===== config.mk =====
export PLATFORM = sky130hd
export DESIGN_NAME = cvr_regs_top
export DESIGN_NICKNAME = d
export VERILOG_FILES = /design/src/design/cvr_pkg.sv /design/src/design/cvr_word_if.sv /design/src/design/cvr_reg_word.sv /design/src/design/cvr_ref_chan.sv /design/src/design/cvr_regs_top.sv
export SDC_FILE = /design/constraint.sdc
export NUM_CORES = 1
export LEC_CHECK = 0
export BUFFER_PORTS_ARGS = -buffer_cell sky130_fd_sc_hd__clkbuf_2
export CAP_MARGIN = 5
export CORE_MARGIN = 2
export CORE_UTILIZATION = 45
export CTS_CLUSTER_DIAMETER = 60
export DETAILED_ROUTE_END_ITERATION = 16
export PLACE_DENSITY = 0.71
export SYNTH_ARGS = -nofsm -noshare
export SYNTH_HDL_FRONTEND = slang
export SYNTH_SLANG_ARGS = --single-unit

===== constraint.sdc =====
create_clock -name core_clk_in -period 3.2 [get_ports core_clk_in]
set_input_delay 0 -clock core_clk_in [delete_from_list [all_inputs] [get_ports core_clk_in]]
set_output_delay 0 -clock core_clk_in [all_outputs]
set_load 0.05 [all_outputs]

===== src/design/cvr_pkg.sv =====
// constants, field layout and types shared by the comparator reference register bank
// assumes one 20 mhz system clock and a synchronous active-high reset
package cvr_pkg;

	////////////////////////////////////////////////////////////////////////////
	// widths
	localparam int CVR_BUS_W = 32;
	localparam int CVR_REG_W = 16;
	localparam int CVR_LEVEL_W = 7;
	localparam int CVR_ADDR_W = 2;
	localparam int CVR_BE_W = 4;
	localparam int CVR_NUM_REF = 2;

	////////////////////////////////////////////////////////////////////////////
	// register indices (word addresses, byte address is four times the index)
	localparam logic [1:0] CVR_IDX_CTRL_ONE = 2'h0;
	localparam logic [1:0] CVR_IDX_CTRL_TWO = 2'h1;
	localparam logic [1:0] CVR_IDX_STATUS = 2'h2;

	////////////////////////////////////////////////////////////////////////////
	// control word field positions
	localparam int CVR_BIT_POWER = 15;
	localparam int CVR_BIT_PIN_OE = 14;
	localparam int CVR_BIT_SUPPLY = 11;
	localparam int CVR_BIT_INSEL = 10;
	localparam int CVR_LEVEL_LSB = 0;

	// implemented bits: 15, 14, 11, 10 and 6..0
	localparam logic [15:0] CVR_CTRL_WMASK = 16'hcc7f;
	localparam logic [15:0] CVR_CTRL_RESET = 16'h0000;

	////////////////////////////////////////////////////////////////////////////
	// status word field positions
	localparam int CVR_STAT_SETTLING_LSB = 0;
	localparam int CVR_STAT_READY_LSB = 4;

	////////////////////////////////////////////////////////////////////////////
	// timing
	localparam int CVR_CLK_PERIOD_NS = 50;
	localparam int CVR_SETTLE_NS = 10000;
	localparam int CVR_SETTLE_CYCLES = (CVR_SETTLE_NS + CVR_CLK_PERIOD_NS - 1) / CVR_CLK_PERIOD_NS;

	////////////////////////////////////////////////////////////////////////////
	// types
	typedef enum logic [0:0]
	{
		CVR_BUS_IDLE = 1'b0,
		CVR_BUS_ANSWER = 1'b1
	} cvr_bus_state_t;

	typedef struct packed
	{
		cvr_bus_state_t bus;
		logic [CVR_BUS_W-1:0] rdata;
	} cvr_top_state_t;

	typedef struct packed
	{
		logic [CVR_REG_W-1:0] value;
	} cvr_word_state_t;

endpackage


===== src/design/cvr_word_if.sv =====
// write strobe and readback of one control word between bus front end and word store
// assumes both ends run on the same clock
`timescale 1ns/1ps
interface cvr_word_if;
	logic wr_stb;
	logic [15:0] wr_data;
	logic [1:0] wr_be;
	logic [15:0] value;

	modport core
	(
		output wr_stb,
		output wr_data,
		output wr_be,
		input value
	);

	modport word
	(
		input wr_stb,
		input wr_data,
		input wr_be,
		output value
	);
endinterface


===== src/design/cvr_reg_word.sv =====
// one reference control word: byte-lane merge, unimplemented bits masked, reset to zero
// assumes the write strobe is a single-cycle pulse from the bus front end
`timescale 1ns/1ps
module cvr_reg_word
	import cvr_pkg::*;
(
	// clock and reset
	input wire logic core_clk_in,
	input wire logic rst_in,
	// word access
	cvr_word_if.word acc
);

	cvr_word_state_t st_ff;
	cvr_word_state_t nxt_st;

	////////////////////////////////////////////////////////////////////////////
	always_comb
	begin
		nxt_st = st_ff;
		if (acc.wr_stb)
		begin
			if (acc.wr_be[0])
				nxt_st.value[7:0] = acc.wr_data[7:0];
			if (acc.wr_be[1])
				nxt_st.value[15:8] = acc.wr_data[15:8];
			// unimplemented positions never hold a one
			nxt_st.value = nxt_st.value & CVR_CTRL_WMASK;
		end
	end

	always_ff @(posedge core_clk_in)
	begin
		if (rst_in)
			st_ff <= '{value: CVR_CTRL_RESET};
		else
			st_ff <= nxt_st;
	end

	assign acc.value = st_ff.value & CVR_CTRL_WMASK;

endmodule


===== src/design/cvr_ref_chan.sv =====
// one reference channel: decodes its control word into analog controls and times settling
// assumes the control word comes straight from a flip-flop store
`timescale 1ns/1ps
module cvr_ref_chan
	import cvr_pkg::*;
#(
	parameter int SETTLE_CYCLES = CVR_SETTLE_CYCLES
)
(
	// clock and reset
	input wire logic core_clk_in,
	input wire logic rst_in,
	// control word
	input wire logic [CVR_REG_W-1:0] ctrl_in,
	// analog controls
	output logic ref_power_enable_out,
	output logic ref_pin_output_enable_out,
	output logic ref_supply_source_select_out,
	output logic ref_input_select_out,
	output logic [CVR_LEVEL_W-1:0] ref_level_code_out,
	// state
	output logic settling_out,
	output logic ready_out
);

	localparam int CNT_W = $clog2(SETTLE_CYCLES + 1);
	localparam logic [CNT_W-1:0] CNT_LOAD = CNT_W'(SETTLE_CYCLES);

	typedef struct packed
	{
		logic [CVR_REG_W-1:0] last;
		logic [CNT_W-1:0] cnt;
	} cvr_chan_state_t;

	cvr_chan_state_t st_ff;
	cvr_chan_state_t nxt_st;
	logic changed;

	////////////////////////////////////////////////////////////////////////////
	always_comb
	begin
		nxt_st = st_ff;
		changed = (ctrl_in & CVR_CTRL_WMASK) != (st_ff.last & CVR_CTRL_WMASK);
		nxt_st.last = ctrl_in;
		// powered down: nothing to settle
		if (!ctrl_in[CVR_BIT_POWER])
			nxt_st.cnt = '0;
		else if (changed)
			nxt_st.cnt = CNT_LOAD;
		else if (st_ff.cnt != '0)
			nxt_st.cnt = st_ff.cnt - CNT_W'(1);
	end

	always_ff @(posedge core_clk_in)
	begin
		if (rst_in)
			st_ff <= '{last: CVR_CTRL_RESET, cnt: '0};
		else
			st_ff <= nxt_st;
	end

	////////////////////////////////////////////////////////////////////////////
	assign ref_power_enable_out = ctrl_in[CVR_BIT_POWER];
	assign ref_pin_output_enable_out = ctrl_in[CVR_BIT_PIN_OE];
	assign ref_supply_source_select_out = ctrl_in[CVR_BIT_SUPPLY];
	assign ref_input_select_out = ctrl_in[CVR_BIT_INSEL];
	assign ref_level_code_out = ctrl_in[CVR_LEVEL_LSB +: CVR_LEVEL_W];
	assign settling_out = st_ff.cnt != '0;
	assign ready_out = ctrl_in[CVR_BIT_POWER] && (st_ff.cnt == '0);

endmodule


===== src/design/cvr_regs_top.sv =====
// comparator voltage reference register bank: avalon-mm slave, two control words, status
// assumes a single avalon master that holds its request until waitrequest is low
`timescale 1ns/1ps

////////////////////////////////////////////////////////////////////////////////
// Summary of operation
// - bit 15 powers reference up or down
// - bit 14 of word one drives pin one
// - bit 14 of word two drives pin two
// - bit 11 picks external or analog supply
// - bit 10 picks external pin or ladder
// - bits 6..0 pick code/128 of reference
// - bits 13..12, 9..7 ignore writes, read zero
module cvr_regs_top
	import cvr_pkg::*;
#(
	parameter int SETTLE_CYCLES = CVR_SETTLE_CYCLES
)
(
	// clock and reset
	input wire logic core_clk_in,
	input wire logic rst_in,
	// avalon-mm slave
	input wire logic [CVR_ADDR_W-1:0] avs_address_in,
	input wire logic avs_read_in,
	input wire logic avs_write_in,
	input wire logic [CVR_BUS_W-1:0] avs_writedata_in,
	input wire logic [CVR_BE_W-1:0] avs_byteenable_in,
	output logic [CVR_BUS_W-1:0] avs_readdata_out,
	output logic avs_waitrequest_out,
	// reference controls, index 0 is reference one
	output logic [CVR_NUM_REF-1:0] ref_power_enable_out,
	output logic [CVR_NUM_REF-1:0] ref_pin_output_enable_out,
	output logic [CVR_NUM_REF-1:0] ref_supply_source_select_out,
	output logic [CVR_NUM_REF-1:0] ref_input_select_out,
	output logic [CVR_NUM_REF-1:0][CVR_LEVEL_W-1:0] ref_level_code_out
);

	////////////////////////////////////////////////////////////////////////////
	// elaboration checks
	if (SETTLE_CYCLES < 1)
		$error("settle count must be at least one cycle");

	////////////////////////////////////////////////////////////////////////////
	// declarations
	cvr_top_state_t st_ff;
	cvr_top_state_t nxt_st;
	logic req;
	logic commit_wr;
	logic [CVR_NUM_REF-1:0][CVR_REG_W-1:0] ctrl_q;
	logic [CVR_NUM_REF-1:0] settling;
	logic [CVR_NUM_REF-1:0] ready;
	logic [CVR_BUS_W-1:0] status_word;
	logic [CVR_BUS_W-1:0] rd_word;
	logic [CVR_NUM_REF-1:0][CVR_ADDR_W-1:0] ctrl_idx;

	assign ctrl_idx[0] = CVR_IDX_CTRL_ONE;
	assign ctrl_idx[1] = CVR_IDX_CTRL_TWO;

	////////////////////////////////////////////////////////////////////////////
	// bus handshake
	// fixed one-cycle answer: waitrequest drops in the cycle after the request
	// is first seen, and the write lands only at the edge the master completes on
	assign req = avs_read_in || avs_write_in;
	assign avs_waitrequest_out = req && (st_ff.bus == CVR_BUS_IDLE);
	assign commit_wr = avs_write_in && (st_ff.bus == CVR_BUS_ANSWER);
	assign avs_readdata_out = st_ff.rdata;

	always_comb
	begin
		status_word = '0;
		status_word[CVR_STAT_SETTLING_LSB +: CVR_NUM_REF] = settling;
		status_word[CVR_STAT_READY_LSB +: CVR_NUM_REF] = ready;
	end

	// upper half of the data bus and unmapped words read as zero
	always_comb
	begin
		rd_word = '0;
		unique case (avs_address_in)
			CVR_IDX_CTRL_ONE: rd_word = {16'h0000, ctrl_q[0]};
			CVR_IDX_CTRL_TWO: rd_word = {16'h0000, ctrl_q[1]};
			CVR_IDX_STATUS: rd_word = status_word;
			default: rd_word = '0;
		endcase
	end

	always_comb
	begin
		nxt_st = st_ff;
		unique case (st_ff.bus)
			CVR_BUS_IDLE:
			begin
				if (req)
				begin
					nxt_st.bus = CVR_BUS_ANSWER;
					nxt_st.rdata = avs_read_in ? rd_word : '0;
				end
			end
			CVR_BUS_ANSWER:
			begin
				nxt_st.bus = CVR_BUS_IDLE;
			end
		endcase
	end

	always_ff @(posedge core_clk_in)
	begin
		if (rst_in)
			st_ff <= '{bus: CVR_BUS_IDLE, rdata: '0};
		else
			st_ff <= nxt_st;
	end

	////////////////////////////////////////////////////////////////////////////
	// per-reference word store and decode
	// status is read-only; writes to it and to unmapped words are dropped
	for (genvar i = 0; i < CVR_NUM_REF; i++)
	begin : g_ref
		cvr_word_if word_bus();

		assign word_bus.wr_stb = commit_wr && (avs_address_in == ctrl_idx[i]);
		assign word_bus.wr_data = avs_writedata_in[CVR_REG_W-1:0];
		assign word_bus.wr_be = avs_byteenable_in[1:0];
		assign ctrl_q[i] = word_bus.value;

		cvr_reg_word u_word
		(
			.core_clk_in(core_clk_in),
			.rst_in(rst_in),
			.acc(word_bus)
		);

		cvr_ref_chan #(
			.SETTLE_CYCLES(SETTLE_CYCLES)
		) u_chan
		(
			.core_clk_in(core_clk_in),
			.rst_in(rst_in),
			.ctrl_in(ctrl_q[i]),
			.ref_power_enable_out(ref_power_enable_out[i]),
			.ref_pin_output_enable_out(ref_pin_output_enable_out[i]),
			.ref_supply_source_select_out(ref_supply_source_select_out[i]),
			.ref_input_select_out(ref_input_select_out[i]),
			.ref_level_code_out(ref_level_code_out[i]),
			.settling_out(settling[i]),
			.ready_out(ready[i])
		);
	end

endmodule


Word level (Yosys, flattened, before mapping)
Cells that the tools add are included.
Storage, ports and cells
  register bits after elaboration: 93
  input bits: 42
  output and inout port bits: 55
  logic and storage cells: 52
Operators by class
  $add $sub $neg: 2
  equal/unequal tests: 4
  reduce and logical (&&, ||, !) cells: 23
  mux-type cells: 8
  bitwise gates (word level): 3
Operators by type and width (number)
  $pmux 16 s3: 1
  $mux 33: 1
  $mux 32: 1
  $mux 8: 4
  $ne 11x11->1: 2
  $logic_not 8->1: 2
  $reduce_bool 8->1: 2
  $sub 8x1->8 const B: 2
  $reduce_and 2->1: 5
  $logic_and 1x1->1: 6
  $reduce_or 3->1: 2
  $reduce_bool 2->1: 2
  $reduce_or 2->1: 2
  $not 1->1: 3
  $eq 2x1->1 const B: 1
  $eq 2x2->1 const B: 1
  $logic_not 2->1: 1
  $pmux 1 s2: 1
  $logic_or 1x1->1: 1

Longest topological paths before layout
Gate-level depths: netlist of the first run.
  word-level depth: 6
  mapped depth: 6
  mapped depth without buffers: 6

Modules after synthesis
Synthesis of the first run repeated with hierarchy kept, for this count alone.
Second synthesis, totals
  cell total of the unflattened synthesis: 414
  area, all modules: 3980.1 um^2
Modules (own cells, without submodules)
  cvr_ref_chan: area an instance 919.6 um^2, cells an instance 95, seq. area each 380.4 um^2, times used 2
  cvr_reg_word: area an instance 540.5 um^2, cells an instance 55, seq. area each 220.2 um^2, times used 2
  cvr_regs_top: area an instance 1059.8 um^2, cells an instance 114, seq. area each 340.3 um^2, times used 1

Worst setup path before layout of the first run
Ideal clock, no wire load.
  path kind: reg2reg
  start point: register g_ref[1].u_chan.st_ff[0] (netlist name)
  end point: register st_ff (netlist bit avs_readdata_out[1])
  path slack: 1.472 ns
  data required time: 3.072 ns
  clock period less this slack: 1.728 ns
  cell stages (with the launch flop): 7
  setup time: 0.128 ns
  arrival time: 1.600 ns
  buffers on the path: 0
  path through: dfxtp_1 > inv_1 > ha_1 > or3b_2 > or2_2 > a221oi_1 > nor2_1
Between the ends
  longest elaborated chain between the ends: 3
RTL lines
  start: declaration: line cvr_ref_chan.sv:35  | cvr_chan_state_t st_ff;
  start signal: assignment: line cvr_ref_chan.sv:57  | st_ff <= '{last: CVR_CTRL_RESET, cnt: '0};
  start signal: assignment: line cvr_ref_chan.sv:59  | st_ff <= nxt_st;
  $reduce_bool 8->1: line cvr_ref_chan.sv:68  | assign settling_out = st_ff.cnt != '0;
  $pmux 16 s3: line cvr_regs_top.sv:80  | unique case (avs_address_in)
  $mux 32: line cvr_regs_top.sv:97  | nxt_st.rdata = avs_read_in ? rd_word : '0;
  end signal: assignment: line cvr_regs_top.sv:110  | st_ff <= '{bus: CVR_BUS_IDLE, rdata: '0};
  end signal: assignment: line cvr_regs_top.sv:112  | st_ff <= nxt_st;
  end: declaration: line cvr_regs_top.sv:46  | cvr_top_state_t st_ff;
Every way passes these cells.
A chain may end at the register's enable or synchronous reset.

Final worst setup path of the first run
  start point: register st_ff[32] (netlist name)
  end point: register g_ref[0].u_word.st_ff[0] (netlist name)
Between the ends
  longest elaborated chain between the ends: 3
RTL lines
  $logic_and 1x1->1: line cvr_regs_top.sv:66  | assign commit_wr = avs_write_in && (st_ff.bus == CVR_BUS_ANSWER);
  $logic_and 1x1->1: line cvr_regs_top.sv:122  | assign word_bus.wr_stb = commit_wr && (avs_address_in == ctrl_idx[i]);
  $reduce_and 2->1 (no source line)
  end signal: assignment: line cvr_reg_word.sv:35  | st_ff <= '{value: CVR_CTRL_RESET};
  end signal: assignment: line cvr_reg_word.sv:37  | st_ff <= nxt_st;
  end: declaration: line cvr_reg_word.sv:14  | cvr_word_state_t st_ff;
Every way passes these cells.

==> results of run 1 <==
area by class of cell:
cell class,instances,area share
clock buffer,14,0.0458
clock inverter,2,0.0159
inverter,8,0.00797
multi-input combinational,250,0.412
sequential,72,0.383
tap,99,0.0329
timing repair buffer,65,0.102
power by group:
group          leakage [nW]  switching [mW]  total (mW)  internal (mW)
Sequential            0.580         0.00648       0.907          0.901
Combinational         0.997           0.118       0.155         0.0369
Clock                 0.117           0.313       0.817          0.504
state kept, by name, summed over array words and instances (netlist names):
name,flops
st_ff,1
g_ref.u_word.st_ff,22
avs_readdata_out,11
g_ref.u_chan.st_ff,38
routing by layer:
layer	vias up	part of all wire	global-route usage
li1	1260	-	-
met4	0	0.011	0.0488
met5	-	0	0
met1	1154	0.46	0.252
met2	87	0.45	0.275
met3	7	0.075	0.0686
cells in the final DEF, fill, tap and decap left out, types with 4 or more instances in the layout:
cell type	count
dfxtp_1	72
clkbuf_2	52
nor2_1	31
mux2i_1	24
nor2b_1	22
a21oi_1	22
conb_1	21
nand2_1	16
xnor2_1	16
nor3_1	15
xor2_1	14
o21ai_0	13
clkbuf_8	12
dlygate4sd3_1	11
inv_1	8
or3_1	7
nor4_1	7
nand2b_1	6
a31oi_1	4
worst max-delay path, cell delays in order, from the launching register on:
cell	delay [ns]
dfxtp_1	0.45
nand3_1	0.37
or3_1	0.63
mux2i_1	0.24
nor2_1	0.06
kinds of logic after synthesis:
kind of cell | Yosys count
AND/OR/NAND/NOR | 126
flip-flops | 72
buffers and inverters | 62
AO/OA/AOI/OAI | 47
XOR/XNOR | 30
multiplexers | 24
adder cells (fa/ha/maj) | 2
other | 1
worst min-delay path by stage:
stage / cells past startpoint / end / slack (ns)
2_1_floorplan: 2 / g_ref[1].u_word.st_ff[0] / 0.14
3_3_place_gp: 3 / g_ref[1].u_word.st_ff[4] / 0.24
3_5_place_dp: 3 / g_ref[1].u_word.st_ff[6] / 0.24
4_1_cts: 2 / g_ref[1].u_word.st_ff[6] / 0.08
5_1_grt: 3 / st_ff[32] / 0.05
6_report: 3 / st_ff[32] / 0.06
through the flow:
stage | setup WS, ns | power (mW) | hold WS (ns) | util | cells
after floorplan | 1.47 | 1.06 | 0.136 | - | 384
after global placement | 1.40 | 1.07 | 0.242 | 0.476 | 482
after detailed placement | 1.38 | 1.07 | 0.243 | 0.476 | 482
after CTS | 1.38 | 1.90 | 0.0772 | 0.524 | 509
after global routing | 1.22 | 1.95 | 0.0533 | 0.525 | 510
final | 1.34 | 1.88 | 0.0608 | 0.525 | 510
==> results.py, run 1 <==
metrics = {
    "timing": {
        "rsz0062_at_grt": "no",
        "max_freq_mhz": 537,
        "fin_skew_ns": 0.00645,
        "finalCritPeriodShare": 0.582,
        "finalSetupViolCount": 0,
        "hold_viol": 0,
        "finalCriticalPeriod_ns": 1.86,
        "worst_pin_slew_ns": 0.807,
        "fin_tns_setup_ns": 0,
        "max_slew_margin": 0.458,
        "finalMaxSlewViolations": 0,
    },
    "route": {
        "ant_nets": 0,
        "drc": 0,
        "wl_um": 6850,
        "drt_iter0_drc": 104,
        "firstDrtPassIters": 4,
        "via_per_inst": 4.92,
        "wl_per_cell_um": 13.4,
        "vias": 2508,
    },
    "cts": {
        "cts_max_path_buffers": 2,
        "cts_sinks": 72,
        "numCtsBuffers": 9,
        "holdBufCountCts": 11,
        "ctsResizeCount": 0,
        "insertion_delay_ns": 0.34,
        "cts_tree": "built",
        "clock-root-buffer": "clkbuf_8",
        "path_clk_slew_ns": 0.07,
        "h-tree-depth": 3,
        "cts_setup_buffers": 0,
    },
    "critical_path": {
        "setup.worst_path.class": "flop to flop",
        "cp.arrival_ns": 2.08,
        "reg2reg_from": "st_ff[32]",
        "cp.required_ns": 3.42,
        "regToRegSetupSlack_ns": 1.34,
        "timing.rr.end": "g_ref[0].u_word.st_ff[0]",
        "end_kind": "flop",
        "worstSetupStartpoint": "st_ff[32]",
        "path_max_fanout": 9,
        "reg2reg_depth": 4,
        "setup.worst_path.start_class": "flop",
        "crit_end": "g_ref[0].u_word.st_ff[0]",
    },
    "logic_synthesis": {
        "synth_area_leader_cell": "dfxtp_1",
        "synthXorXnorAreaFrac": 0.0795,
        "synth_common_cells": "dfxtp_1, buf_4, nor2_1",
        "synth_mux_area_frac": 0.0727,
        "seq_area_frac_synth": 0.436,
        "synth-simple-area-share": 0.205,
        "synth_seq_cells": 72,
        "synth_enable_flop_cells": 0,
        "yosysMostFrequentCell": "dfxtp_1",
        "synth_top_flop_cell": "dfxtp_1",
        "ys_types": 40,
        "synthTopCellsByArea": "dfxtp_1, buf_4, mux2i_1",
        "synth_top_family_by_area": "simple AND/OR/NAND/NOR gates",
        "synth_top_area_frac": 0.436,
        "syn_inst": 364,
        "avgSynthCellArea_um2": 9.07,
        "yosys_warnings": 0,
        "netlist_area_um2": 3300,
        "synth_compound_area_frac": 0.0811,
        "synth-adder-area-share": 0.00758,
        "ys_async_sr_fraction": 0,
    },
    "global_route": {
        "grt_max_degree": 40,
        "track_usage": 0.184,
        "grt_pass1_wl_um": 11000,
        "grt_pass1_vias": 2261,
        "antenna_found_initial": 0,
        "grt_overflow": 0,
    },
    "placed_design": {
        "placed_area_um2": 3420,
        "dp_hpwl_um": 4880,
        "portBuffers": 52,
        "place_congestion": 0.810,
    },
    "hold_path": {
        "hold_class": "primary input to flop",
        "min_from": "avs_write_in",
    },
    "status": {
        "status": "complete, no violations",
    },
    "cells_and_area": {
        "drive_above_1_share": 0.178,
        "seq_area_um2": 1440,
        "nets": 450,
        "syn_to_final_growth_pct": 14.0,
        "diodes": 0,
        "final.fill_count": 696,
        "stdcell_area_um2": 3770,
        "multiInputGateArea_um2": 1550,
    },
    "die": {
        "fp.dieW_um": 89.7,
        "io_pins": 97,
        "die_h_um": 89.7,
        "start_util": 0.460,
        "die_area_um2": 8040,
        "core_area_um2": 7180,
        "row_count": 31,
    },
    "power": {
        "power_per_cell_area_nw_per_um2": 499,
        "ir_drop_mv": 0.228,
        "leakagePower_nw": 1.69,
    },
    "job": {
        "max-cap-violations": 0,
    },
}
(Power assumes the default switching activity.)
==> run 2, diff against run 1 <==
--- a/config.mk
+++ b/config.mk
@@ -11,7 +11,7 @@
 export CORE_UTILIZATION = 45
 export CTS_CLUSTER_DIAMETER = 60
 export DETAILED_ROUTE_END_ITERATION = 16
-export PLACE_DENSITY = 0.71
+export PLACE_DENSITY = 0.74
 export SYNTH_ARGS = -nofsm -noshare
 export SYNTH_HDL_FRONTEND = slang
 export SYNTH_SLANG_ARGS = --single-unit
==> constraint.sdc (replaced) <==
create_clock -name core_clk_in -period 1.6 [get_ports core_clk_in]
set_input_delay 0 -clock core_clk_in [delete_from_list [all_inputs] [get_ports core_clk_in]]
set_output_delay 0 -clock core_clk_in [all_outputs]
set_load 0.05 [all_outputs]
==> run 2 against run 1 <==
The flow now finishes with violations (setup timing). Die area did not move. Global-route usage rose by 1.4 points. Register-to-register slack got worse by 1.4 ns. First-iteration DRC count rose by 53%. Routed wire length rose by 11%. Via count rose by 6.5%. Highest routed layer unchanged. Utilization rose by 4.0 points. Total power rose by 90%. Sequential share of layout area fell by 2.3 points. Cell area rose by 7.7%. Non-clock buffer count rose by 31.
==> results.py, run 2 (synthesis results as in run 1) <==
metrics = {
    "die": {
        "row_count": 31,
        "die_area_um2": 8040,
        "core_area_um2": 7180,
        "io_pins": 97,
        "die_h_um": 89.7,
        "start_util": 0.460,
        "fp.dieW_um": 89.7,
    },
    "cts": {
        "h-tree-depth": 3,
        "cts_sinks": 72,
        "insertion_delay_ns": 0.34,
        "clock-root-buffer": "clkbuf_8",
        "numCtsBuffers": 9,
        "cts_max_path_buffers": 2,
        "path_clk_slew_ns": 0.07,
        "cts_tree": "built",
    },
    "cells_and_area": {
        "regMostFlops": "g_ref.u_chan.st_ff",
        "post-route-util": 0.565,
        "final_cell_mix": "dfxtp_1, clkbuf_2, buf_4, nor2_1, mux2i_1",
        "diodes": 0,
        "nets": 481,
        "final_common_cell": "dfxtp_1",
        "drive_above_1_share": 0.299,
        "largest_register_ffs": 38,
        "syn_to_final_growth_pct": 22.8,
    },
    "global_route": {
        "grt_overflow": 0,
        "track_usage": 0.198,
        "grt_pass1_wl_um": 12000,
        "antenna_found_initial": 0,
        "grt_max_degree": 39,
        "grt_pass1_vias": 2544,
    },
    "power": {
        "total_power_mw": 3.58,
        "p_clk_frac": 0.398,
        "p_sw_frac": 0.247,
        "p_int_mw": 2.70,
        "ir_drop_mv": 0.618,
        "p_comb_frac": 0.096,
        "power_per_cell_area_nw_per_um2": 882,
        "pwr-share-seq": 0.506,
        "power_switching_mw": 0.883,
        "leakagePower_nw": 1.86,
    },
    "critical_path": {
        "setup.worst_path.class": "flop to flop",
        "end_kind": "flop",
        "regToRegSetupSlack_ns": -0.03,
        "cp.required_ns": 1.88,
        "path_max_fanout": 4,
        "cp.arrival_ns": 1.91,
        "setup.worst_path.start_class": "flop",
    },
    "timing": {
        "finalCriticalPeriod_ns": 1.63,
        "fin_skew_ns": 0.00600,
        "timing.hold.ws_ns": 0.0886,
        "finalMaxSlewViolations": 0,
        "finalSetupViolCount": 1,
        "rsz0062_at_grt": "yes",
        "setup_ws_ns": -0.0331,
        "max_freq_mhz": 612,
        "fin_tns_setup_ns": -0.0331,
        "hold_viol": 0,
        "finalCritPeriodShare": 1.02,
    },
    "route": {
        "vias": 2670,
        "drt_iter0_drc": 159,
        "firstDrtPassIters": 4,
        "wl_per_cell_um": 14.0,
        "met2WireLength_um": 3690,
        "drc": 0,
        "ant_nets": 0,
        "wl_met3_um": 439,
        "via_per_inst": 4.94,
        "m1WireLength_um": 3370,
        "wl_um": 7590,
        "top_layer_used": "met4",
    },
    "job": {
        "max-cap-violations": 0,
    },
    "placed_design": {
        "portBuffers": 52,
        "pre_cts_ws_ns": -0.0408,
        "dp_hpwl_um": 5550,
        "place_congestion": 0.879,
    },
    "status": {
        "violations": "setup timing",
        "status": "complete, but fails checks",
    },
    "hold_path": {
        "hold_class": "primary input to flop",
    },
}
[run 2: cell count changes in the layout (fill, tap and decap cells not counted), sizes merged]
cell	delta
buf	+31
clkbuf	-1
clkinv	+2
bufinv	-1
[run 2: power groups by stage]
stage                     Clock [mW]  Combinational, mW  Sequential (mW)
after floorplan                    0              0.264             1.86
after global placement             0              0.313             1.85
after detailed placement           0              0.316             1.85
after CTS                       1.46              0.337             1.81
after global routing            1.52              0.366             1.81
final                           1.42              0.343             1.81
[run 2: cell type report]
class / instances / area, um2
fill: 648 / 3120
multi-input combinational: 250 / 1630
sequential: 72 / 1460
timing repair buffer: 96 / 618
clock buffer: 13 / 159
tap: 99 / 124
clock inverter: 3 / 40.0
inverter: 8 / 30.0
[run 2: worst paths after layout]
path	start	end	depth (start not counted)
worst max register to register	g_ref[1].u_chan.st_ff[6]	g_ref[1].u_chan.st_ff[7]	4
worst min-delay path	rst_in	g_ref[0].u_chan.st_ff[6]	3
worst min register to register	avs_readdata_out[4]	avs_readdata_out[4]	2
worst max-delay path	g_ref[1].u_chan.st_ff[6]	g_ref[1].u_chan.st_ff[7]	4
[run 2: what timing repair did]
action / CTS / global route
buffers inserted: 0 / 1
hold endpoints to repair: 22 / 0
hold buffers: 11 / 0
endpoints found under the setup margin: 3 / 13
pin swaps: 5 / 7
gates resized for setup: 3 / 17
[run 2: worst max-delay path: stages, from the launching register on]
cell	delay [ns]
dfxtp_2	0.33
or4_4	0.53
or2_1	0.24
or3_1	0.32
a31oi_1	0.13
[run 2: routing by layer]
layer  track usage  vias to the layer above
met4        0.0706                        0
met1         0.253                     1243
met5             0                        -
met2         0.332                      100
li1              -                     1322
met3        0.0420                        5
[run 2: metrics by stage]
stage          std cells  instance area (um2)
6_report             541                 4060
5_1_grt              541                 4060
4_1_cts              540                 4000
3_5_place_dp         513                 3680
3_3_place_gp         513                 3680
2_1_floorplan        384                 3410
